`src/hw/bsq_pkg.sv`:
```
// =====================================================================
// Shared constants and types for the buck switch-mode sequencer
// =====================================================================
package bsq_pkg;

    // =================================================================
    // Clock and switching rates
    // =================================================================
    localparam int CLK_FREQ_HZ = 40_000_000;
    localparam int CLK_PERIOD_NS = 25;
    localparam int SW_FREQ_HZ = 550_000;
    // Whole clock cycles per switching cycle, rounded down
    localparam int PERIOD_CYC = CLK_FREQ_HZ / SW_FREQ_HZ;

    // =================================================================
    // Timing figures in their own units
    // =================================================================
    localparam int MIN_ON_PCT = 10;
    localparam int MAX_DUTY_PCT = 90;
    localparam int BLANK_NS = 50;
    localparam int DEAD_NS = 25;

    // =================================================================
    // Derived cycle counts (least times round up, longest round down)
    // =================================================================
    localparam int MIN_ON_CYC = (PERIOD_CYC * MIN_ON_PCT + 99) / 100;
    localparam int MAX_ON_CYC = (PERIOD_CYC * MAX_DUTY_PCT) / 100;
    localparam int BLANK_CYC = (BLANK_NS + CLK_PERIOD_NS - 1) / CLK_PERIOD_NS;
    localparam int DEAD_RAW = (DEAD_NS + CLK_PERIOD_NS - 1) / CLK_PERIOD_NS;
    localparam int DEAD_CYC = (DEAD_RAW < 1) ? 1 : DEAD_RAW;

    // Counter width and the counts at that width
    localparam int CNT_W = 8;
    localparam logic [CNT_W-1:0] PERIOD_LAST = CNT_W'(PERIOD_CYC - 1);
    localparam logic [CNT_W-1:0] MIN_ON = CNT_W'(MIN_ON_CYC);
    localparam logic [CNT_W-1:0] MAX_ON = CNT_W'(MAX_ON_CYC);
    localparam logic [CNT_W-1:0] BLANK = CNT_W'(BLANK_CYC);
    localparam logic [CNT_W-1:0] DEAD_LAST = CNT_W'(DEAD_CYC - 1);
    localparam logic [CNT_W-1:0] CNT_ZERO = 8'h00;
    localparam logic [CNT_W-1:0] CNT_ONE = 8'h01;
    localparam logic [CNT_W-1:0] CNT_SAT = 8'hFF;

    // =================================================================
    // Types
    // =================================================================
    // Gate drive pair toward the half-bridge
    typedef struct packed {
        logic top_switch;
        logic bottom_switch;
    } bsq_gate_s;

    // Comparator inputs from the analog side
    typedef struct packed {
        logic zero_cross;  // switch_node comparator, high at zero current
        logic out_high;    // output-rise sense
    } bsq_sense_s;

    // Conduction mode reported per switching cycle
    typedef enum logic [1:0] {
        MODE_CONT = 2'h0,
        MODE_DISC = 2'h1,
        MODE_SKIP = 2'h2
    } bsq_mode_e;

    // Sequencer states, one-hot
    typedef enum logic [5:0] {
        ST_OFF = 6'h01,
        ST_GAP_TOP = 6'h02,
        ST_TOP = 6'h04,
        ST_GAP_BOT = 6'h08,
        ST_BOT = 6'h10,
        ST_IDLE = 6'h20
    } bsq_state_e;

endpackage

```
`src/hw/bsq_sequencer.sv`:
```
`timescale 1ns/10ps
`default_nettype none

// =====================================================================
// Buck switch-mode sequencer, one channel
// =====================================================================
// Contract
// - Continuous mode: bottom switch on for all of each cycle's top-off time; the code leaves a one-clock dead gap before and after each top pulse.
// - Force-continuous low disables discontinuous and skip modes entirely.
// - Force-continuous high lets the channel enter discontinuous or skip freely.
// - Discontinuous: zero-current trip turns bottom off for rest of cycle.
// - After that trip both switches stay off until next cycle's top turn-on.
// - Zero current is evaluated only while the bottom switch is on.
// - Zero-current result is ignored for 50 ns after bottom turn-on.
// - Top switch stays on at least 10% of the period once turned on.
// - Output too high: both off, whole cycles skipped until back in range.
// - After skipping, resume discontinuous switching at the minimum top duty.
// - Shutdown holds both switches off, output left floating.
// - Leaving shutdown starts soft-start from the low duty limit.
// - Restart with force-continuous high runs discontinuous, blocking reverse current.
// - Duty ceiling reaches 90% after soft-start and is never exceeded.
module bsq_sequencer
    import bsq_pkg::*;
(
    // Clock and reset
    input wire logic sys_clk,
    input wire logic rst_n,
    // Pins from outside the clock domain
    input wire logic run,
    input wire logic force_continuous_n,
    input wire bsq_sense_s sense,
    // Requested top on-time in clock cycles, from the loop logic
    input wire logic [CNT_W-1:0] duty_req,
    // Gate drive and status
    output bsq_gate_s gate,
    output bsq_mode_e mode,
    output logic ss_done
);

    // =================================================================
    // Input synchronisers
    // =================================================================
    logic [3:0] sync_a;
    logic [3:0] sync_b;
    logic run_s;
    logic fcn_s;
    logic zc_s;
    logic hi_s;

    // Two flops per pin; only the second stage is read below
    always_ff @(posedge sys_clk) begin
        if (!rst_n) begin
            sync_a <= 4'h0;
            sync_b <= 4'h0;
        end else begin
            sync_a <= {run, force_continuous_n, sense.zero_cross, sense.out_high};
            sync_b <= sync_a;
        end
    end

    assign run_s = sync_b[3];
    assign fcn_s = sync_b[2];
    assign zc_s = sync_b[1];
    assign hi_s = sync_b[0];

    // =================================================================
    // Cycle clock
    // =================================================================
    logic [CNT_W-1:0] phase;
    logic cycle_start;

    bsq_cycle_timer u_timer (
        .sys_clk(sys_clk),
        .rst_n(rst_n),
        .enable(run_s),
        .phase(phase),
        .cycle_start(cycle_start)
    );

    // =================================================================
    // Soft-start duty ceiling
    // =================================================================
    logic [CNT_W-1:0] ss_limit;

    // Ceiling climbs one cycle count per switching cycle up to the cap
    always_ff @(posedge sys_clk) begin
        if (!rst_n || !run_s) begin
            ss_limit <= MIN_ON;
        end else if (cycle_start && ss_limit < MAX_ON) begin
            ss_limit <= ss_limit + CNT_ONE;
        end
    end

    // Status flag mirrors the ceiling having reached its cap
    always_ff @(posedge sys_clk) begin
        if (!rst_n) begin
            ss_done <= 1'b0;
        end else begin
            ss_done <= run_s && (ss_limit == MAX_ON);
        end
    end

    // =================================================================
    // Per-cycle top on-time
    // =================================================================
    logic [CNT_W-1:0] top_len;
    logic skip_now;

    // Keeps the requested on-time between the floor and the ceiling
    function automatic logic [CNT_W-1:0] clamp_on(input logic [CNT_W-1:0] req,
                                                   input logic [CNT_W-1:0] lim);
        if (req < MIN_ON) begin
            clamp_on = MIN_ON;
        end else if (req > lim) begin
            clamp_on = lim;
        end else begin
            clamp_on = req;
        end
    endfunction

    // Skipping only allowed when force-continuous is released
    assign skip_now = fcn_s && hi_s;

    // Latched at the cycle start so a mid-cycle change cannot shorten a pulse
    always_ff @(posedge sys_clk) begin
        if (!rst_n || !run_s) begin
            top_len <= MIN_ON;
        end else if (cycle_start) begin
            if (mode == MODE_SKIP) begin
                top_len <= MIN_ON;
            end else begin
                top_len <= clamp_on(duty_req, ss_limit);
            end
        end
    end

    // =================================================================
    // Switching state machine
    // =================================================================
    bsq_state_e state;
    logic [CNT_W-1:0] cnt;

    // Cycle start has priority so each cycle begins on the cycle clock.
    // Top pulse tops out below the period, so it is never cut short.
    always_ff @(posedge sys_clk) begin
        if (!rst_n || !run_s) begin
            state <= ST_OFF;
            cnt <= CNT_ZERO;
        end else if (cycle_start) begin
            cnt <= CNT_ZERO;
            state <= skip_now ? ST_IDLE : ST_GAP_TOP;
        end else begin
            case (state)
                ST_OFF: begin
                    cnt <= CNT_ZERO;
                end
                ST_GAP_TOP: begin
                    cnt <= cnt + CNT_ONE;
                    if (cnt == DEAD_LAST) begin
                        state <= ST_TOP;
                        cnt <= CNT_ZERO;
                    end
                end
                ST_TOP: begin
                    cnt <= cnt + CNT_ONE;
                    if (cnt == top_len - CNT_ONE) begin
                        state <= ST_GAP_BOT;
                        cnt <= CNT_ZERO;
                    end
                end
                ST_GAP_BOT: begin
                    cnt <= cnt + CNT_ONE;
                    if (cnt == DEAD_LAST) begin
                        state <= ST_BOT;
                        cnt <= CNT_ZERO;
                    end
                end
                ST_BOT: begin
                    if (cnt != CNT_SAT) begin
                        cnt <= cnt + CNT_ONE;
                    end
                    // Ringing right after turn-on would trip the comparator early
                    if (fcn_s && zc_s && cnt >= BLANK) begin
                        state <= ST_IDLE;
                    end
                end
                ST_IDLE: begin
                    cnt <= CNT_ZERO;
                end
                default: begin
                    state <= ST_OFF;
                    cnt <= CNT_ZERO;
                end
            endcase
        end
    end

    // Gates are a registered copy of the state: one-hot keeps them apart
    always_ff @(posedge sys_clk) begin
        if (!rst_n) begin
            gate <= '0;
        end else begin
            gate.top_switch <= (state == ST_TOP);
            gate.bottom_switch <= (state == ST_BOT);
        end
    end

    // =================================================================
    // Mode reporting
    // =================================================================
    logic zc_trip;

    // Trip seen this cycle; a trip on the start edge counts for the new cycle
    always_ff @(posedge sys_clk) begin
        if (!rst_n || !run_s) begin
            zc_trip <= 1'b0;
        end else if (state == ST_BOT && fcn_s && zc_s && cnt >= BLANK) begin // Set beats clear
            zc_trip <= 1'b1;
        end else if (cycle_start) begin
            zc_trip <= 1'b0;
        end
    end

    // Mode set at each cycle start; the discontinuous report comes from a trip in the cycle just ended
    always_ff @(posedge sys_clk) begin
        if (!rst_n || !run_s) begin
            mode <= MODE_CONT;
        end else if (cycle_start) begin
            if (!fcn_s) begin
                mode <= MODE_CONT;
            end else if (hi_s) begin
                mode <= MODE_SKIP;
            end else if (zc_trip) begin
                mode <= MODE_DISC;
            end else begin
                mode <= MODE_CONT;
            end
        end
    end

    logic [CNT_W-1:0] top_run;

    // Length of the current top pulse, for the on-time checks
    always_ff @(posedge sys_clk) begin
        if (!rst_n || !gate.top_switch) begin
            top_run <= CNT_ZERO;
        end else if (top_run != CNT_SAT) begin
            top_run <= top_run + CNT_ONE;
        end
    end
endmodule // bsq_sequencer

`default_nettype wire

```
`src/hw/bsq_cycle_timer.sv`:
```
`timescale 1ns/10ps
`default_nettype none

// =====================================================================
// Fixed-frequency switching-cycle timer
// =====================================================================
module bsq_cycle_timer
    import bsq_pkg::*;
(
    // Clock and reset
    input wire logic sys_clk,
    input wire logic rst_n,
    // Control
    input wire logic enable,
    // Cycle position
    output logic [CNT_W-1:0] phase,
    output logic cycle_start
);

    // Parked at the last count while disabled, so the first cycle
    // starts on the edge right after enable rises
    always_ff @(posedge sys_clk) begin
        if (!rst_n || !enable) begin
            phase <= PERIOD_LAST;
            cycle_start <= 1'b0;
        end else begin
            phase <= (phase == PERIOD_LAST) ? CNT_ZERO : phase + CNT_ONE;
            cycle_start <= (phase == PERIOD_LAST);
        end
    end

endmodule // bsq_cycle_timer

`default_nettype wire

```
`config.mk`:
```
export PLATFORM = sky130hd
export DESIGN_NAME = bsq_sequencer
export DESIGN_NICKNAME = d
export VERILOG_FILES = /design/src/hw/bsq_pkg.sv /design/src/hw/bsq_sequencer.sv /design/src/hw/bsq_cycle_timer.sv
export SDC_FILE = /design/constraint.sdc
export NUM_CORES = 1
export LEC_CHECK = 0
export BUFFER_PORTS_ARGS = -buffer_cell sky130_fd_sc_hd__buf_2
export CAP_MARGIN = 0
export CORE_MARGIN = 8
export CORE_UTILIZATION = 60
export DETAILED_ROUTE_END_ITERATION = 7
export GPL_TIMING_DRIVEN = 0
export PLACE_DENSITY = 0.82
export SYNTH_ARGS = -nofsm -noshare
export SYNTH_HDL_FRONTEND = slang
export SYNTH_HIERARCHICAL = 1
export SYNTH_SLANG_ARGS = --single-unit
```
`constraint.sdc`:
```
create_clock -name sys_clk -period 3.1 [get_ports sys_clk]
set_clock_uncertainty 0.05 [all_clocks]
set_input_delay 0.155 -clock sys_clk [delete_from_list [all_inputs] [get_ports sys_clk]]
set_output_delay 0.155 -clock sys_clk [all_outputs]
set_load 0.01 [all_outputs]
```
Word level (Yosys, flattened, before mapping). Cells that the tools add are included.

Register bits after elaboration: 53. Input port bits: 14. Word-level logic and storage cells: 77.

Add/subtract/negate cells: 4. Magnitude comparators: 4. Eq/ne operators: 17. Muxes and demuxes: 20. Reduce and logical (&&, ||, !) cells: 18.

Operator list (number): 8-bit two-way mux (6); 6-bit two-way mux (6); 6-bit case mux with 5 select lines (1); 8-bit by 1-bit adder with 8-bit output, second input constant (3); 8-bit case mux with 3 select lines (1); 8-bit by 7-bit equality test with 1-bit output, second input constant (2); 3-bit by 2-bit inequality test with 1-bit output, second input constant (4); 8-bit equality test (1); 8-bit by 2-bit >= comparator with 1-bit output, second input constant (1); 8-bit > comparator (1); 1-bit logical AND (8); 8-bit zero test (1); 8-bit by 4-bit less-than comparator with 1-bit output, second input constant (1); 8-bit by 7-bit less-than comparator with 1-bit output, second input constant (1); 8-bit inequality test, second input constant (1); 2-bit OR reduction (4); 8-bit by 1-bit subtractor with 8-bit output, second input constant (1); 7-bit two-way mux (1); 6-bit by 1-bit equality test with 1-bit output, second input constant (1); 6-bit by 2-bit equality test with 1-bit output, second input constant (1); 6-bit by 3-bit equality test with 1-bit output, second input constant (1); 6-bit by 4-bit equality test with 1-bit output, second input constant (1); 6-bit by 5-bit equality test with 1-bit output, second input constant (1); 6-bit equality test, second input constant (1); 9 further kinds (13).

Depth between registers and ports, before layout.
Depth after elaboration: 5. Depth in mapped cells: 8.

By module. The synthesis kept the hierarchy.

By module, submodules not included: bsq_sequencer (times used 1, cells an instance 258, area each 2344.7 µm²); bsq_cycle_timer (times used 1, cells an instance 39, area each 380.4 µm²).

Worst setup path before layout. OpenSTA, ideal clock, no wires.

Kind: register to register. Start point: reg ss_limit[2]. End point: reg top_len[3]. Data arrival time: 1.952 ns. Required time: 2.933 ns. Setup slack: 0.981 ns. Stages on the path, launching flop included: 9. Path buffers: 0. Cells stage by stage: dfxtp_1 > inv_1 > ha_1 > a21o_1 > a2bb2oi_1 > a21oi_1 > o21ai_2 > mux2_2 > o22a_1.

Cells in the longest elaborated chain, start to end: 4.

Ends and longest elaborated chain: start, declared (line bsq_sequencer.sv:83) `logic [CNT_W-1:0] ss_limit;`; start signal, assigned (line bsq_sequencer.sv:90) `ss_limit <= ss_limit + CNT_ONE;`; 8-bit > comparator (line bsq_sequencer.sv:114) `end else if (req > lim) begin`; 8-bit two-way mux (line bsq_sequencer.sv:114); 8-bit two-way mux (line bsq_sequencer.sv:112) `if (req < MIN_ON) begin`; 8-bit two-way mux (line bsq_sequencer.sv:129) `if (mode == MODE_SKIP) begin`; end signal, assigned (line bsq_sequencer.sv:132) `top_len <= clamp_on(duty_req, ss_limit);`; end, declared (line bsq_sequencer.sv:106) `logic [CNT_W-1:0] top_len;`.

Every way passes these cells. A chain may end at the register's enable or synchronous reset.

Final worst setup path.
Start point: reg top_len[0]. End point: reg cnt[6].

Cells in the longest elaborated chain, start to end: 4.

Ends and longest elaborated chain: 8-bit by 1-bit subtractor with 8-bit output (line bsq_sequencer.sv:166) `if (cnt == top_len - CNT_ONE) begin`; 8-bit equality test (line bsq_sequencer.sv:166); 8-bit two-way mux (line bsq_sequencer.sv:166); 8-bit case mux with 3 select lines (line bsq_sequencer.sv:153) `case (state)`; end signal, assigned (line bsq_sequencer.sv:158) `cnt <= cnt + CNT_ONE;`; end signal, assigned (line bsq_sequencer.sv:165) `cnt <= cnt + CNT_ONE;`; end signal, assigned (line bsq_sequencer.sv:172) `cnt <= cnt + CNT_ONE;`; end, declared (line bsq_sequencer.sv:141) `logic [CNT_W-1:0] cnt;`.

Every way passes these cells.

==> flow_summary_export.csv <==
group,metric,value,unit
status,outcome,"completed",
timing,period_needed,2360,ps
logic_synthesis,yosys_register_bits,53,
critical_path,required,3230,ps
logic_synthesis,yosys-top-cells-area,"dfxtp_1, ha_1, xnor2_1, nand2_1, and2_1",
hold_path,hold_class,"input port to flop",
clock_network,cts_buffers,5,
critical_path,r2r-start,"top_len[0]$_SDFFE_PP0P_",
place,hpwlAfterDp,4040,microns
power_and_ir_drop,powerDensity,377,nW/um^2
logic_synthesis,synth_fa_ha_area_share,6.89,%
routing,first_iter_violations,93,
grt,met3_usage,3.42,%
layout,regArea,1060,sq um
floorplanning,num_io_pins,19,
grt,antenna_found_initial,0,
layout,layout.nets,354,
critical_path,rrSetupSlack,740,ps
layout,syn_to_final_growth,9.87,%
hold_path,min_path_cells,2,
logic_synthesis,synth-xor-area-share,8.36,%
grt,first_global_vias,2059,
logic_synthesis,synth_cells,297,
logic_synthesis,synth_compound_area_share,14.8,%
grt,globalRouteMet2Util,26.4,%
timing,fin_crit_sh,76.3,%
clock_network,clkTransAtPathRegs,90,ps
logic_synthesis,asyncSetResetFlopFracSynth,0,%
logic_synthesis,seq_area_frac_synth,38.9,%
timing,setup_violations,0,
logic_synthesis,synthSimpleGateAreaFrac,23.8,%
layout,num_antenna_cells,0,
grt,grt_usage,14.9,%
logic_synthesis,ys.flop_type,"dfxtp_1",
timing,hold_viol,0,
flow_run,drv_cap,0,
logic_synthesis,post_synth_mux_area_share,3.35,%
routing,routedWlPerCell,13.5,microns
routing,wirelength,5110,microns
grt,top_usage_layer,"met2",
layout,fin_cells,378,
timing,fmax,423,MHz
logic_synthesis,ys_warn_count,6,
clock_network,root_buffer,"clkbuf_8",
floorplanning,core-area,4350,sq um
power_and_ir_drop,ir_worst_vdd,233,uV
logic_synthesis,syn_avg_cell_area,9.18,sq um
critical_path,startpoint,"top_len[0]$_SDFFE_PP0P_",
clock_network,insertion_delay,310,ps
critical_path,rr_worst_depth,8,
floorplanning,die_w,83.4,microns
grt,use_met1,16.6,%
place,gp_congestion,0.822,
routing,drtAntennaViolNets,0,
timing,rsz0062_at_grt,"false",
floorplanning,die-area,6950,sq um
place,place_area,2880,sq um
grt,grt_max_degree,16,
critical_path,crit_fanout,6,
logic_synthesis,synth_top_family_by_area,"simple AND/OR/NAND/NOR gates",
floorplanning,initial_core_util,62.6,%
clock_network,clockBufferDepth,2,
logic_synthesis,synth_fp_nets,326,
logic_synthesis,yosys.area.top_type,"dfxtp_1",
place,placedCellCount,367,
place,place.port_buffers,18,
timing,setup_tns,0,ps
clock_network,tritoncts,"done",
clock_network,clock_sinks,53,
routing,via_per_inst,5.63,
logic_synthesis,synth_edf_count,0,
critical_path,crit_end,"cnt[6]$_SDFFE_PP0P_",
critical_path,startpoint_type,"flop",
routing,drc,0,
logic_synthesis,ys_types,58,
layout,drive_gt1_share,14.1,%
clock_network,htree_levels,2,
floorplanning,chipHeight,83.4,microns
routing,first_pass_iters,4,
layout,design_area,2990,sq um
critical_path,r2r_end,"cnt[6]$_SDFFE_PP0P_",
grt,overflow,0,
clock_network,cts_resized,0,
logic_synthesis,netlist.area_leader.share,38.9,%
timing,drv_slew,0,
critical_path,crit_type,"flop to flop",
floorplanning,rows,24,
power_and_ir_drop,p_leak,1.13,nW
timing,max-slew-margin-rel,52.4,%
routing,vias,2128,
grt,grt_pass1_wl,8910,microns
timing,tightest_slew,712,ps
logic_synthesis,syn-cell-area,2730,sq um
critical_path,critPathCaptureType,"flop",
layout,fillers,352,
critical_path,arrival,2490,ps
layout,multi_input_area,1560,sq um
==> state kept, by name, indices dropped and copies added, names as in the netlist, 2 cells and up <==
register	flops
mode	2
sync_b	4
u_timer/phase	8
cnt	8
gate	2
top_len	8
sync_a	4
state	6
ss_limit	8
==> synth_stat cells (all sizes together), types with 4 or more instances <==
master,n
nand4,4
inv,19
nand3,12
xnor2,17
ha,15
nor3,8
a21oi,13
and3,5
o21ai,16
nor4,8
nor2,20
nand2b,5
xor2,9
nand2,22
and2,15
mux2i,8
nor3b,4
dfxtp,53
==> metal layers <==
layer / vias up / wire length (microns) / share of wire [%]
li1: 1112 / - / -
met1: 982 / 2350 / 46
met2: 24 / 2520 / 49
met3: 10 / 150 / 2.9
met4: 0 / 89 / 1.7
met5: - / 0 / 0
==> placed cells by master (no fill, tap or decap), drive strengths merged, types with 4 or more instances in the layout <==
cell    instances
and3            5
nor3b           4
nand3          12
nand2          22
nor3            8
nand4           4
nand2b          5
nor4            8
o21ai          16
buf            20
inv            19
ha             15
and2           15
dfxtp          53
nor2           20
xor2            9
xnor2          17
a21oi          13
clkbuf         10
mux2i           8
==> per-stage QoR <==
step	hold slack [ps]	worst slack, ps	utilization, %	power (W)
2_1_floorplan	232	981	-	0.000745
3_3_place_gp	311	775	66.1	0.000764
3_5_place_dp	319	783	66.1	0.000766
4_1_cts	1.81	768	68.3	0.00114
5_1_grt	9.73	582	68.8	0.00117
6_report	8.82	736	68.8	0.00113
==> final cells by class <==
class	instances	area share (%)
buffer	5	1.13
clock buffer	7	2.55
clock inverter	1	0.251
inverter	19	2.38
multi-input combinational	220	52.1
sequential	53	35.4
tap	52	2.17
timing repair buffer	21	4.01
==> repair_timing <==
item / in CTS / in global routing
buffers inserted: 0 / 0
hold buffers: 1 / 2
endpoints found under the hold margin: 1 / 2
==> report_power, final <==
group	switching, W	leakage (nW)	internal (W)	total [W]
combinational	0.0000311	0.667	0.0000298	0.0000609
clock	0.000215	0.0385	0.000160	0.000375
sequential	0.00000466	0.429	0.000687	0.000692
total	0.000251	1.13	0.000877	0.00113
==> cell families after synthesis <==
family / count (synthesis)
xor+xnor: 26
compound gates: 54
flops: 53
mux: 9
buf+inv: 24
simple gates: 116
fa+ha+maj: 15
==> critical path: stages, from the launching register on <==
cell and delay [ps]:
dfxtp_1 440, inv_1 100, ha_1 310, xor2_1 130, nand2_1 70, nor4b_1 450
o2111ai_2 290, o21bai_4 270, o21ai_0 130
==> how the worst min path moves through the flow <==
stage	start	endpoint	slack (ps)
floorplan	sense[0]	sync_a[0]$_SDFF_PN0_	230
global placement	sense[1]	sync_a[1]$_SDFF_PN0_	310
detailed placement	force_continuous_n	sync_a[2]$_SDFF_PN0_	320
CTS	force_continuous_n	sync_a[2]$_SDFF_PN0_	2
global route	sense[0]	sync_a[0]$_SDFF_PN0_	10
finish	sense[0]	sync_a[0]$_SDFF_PN0_	9
(Power assumes the default switching activity.)
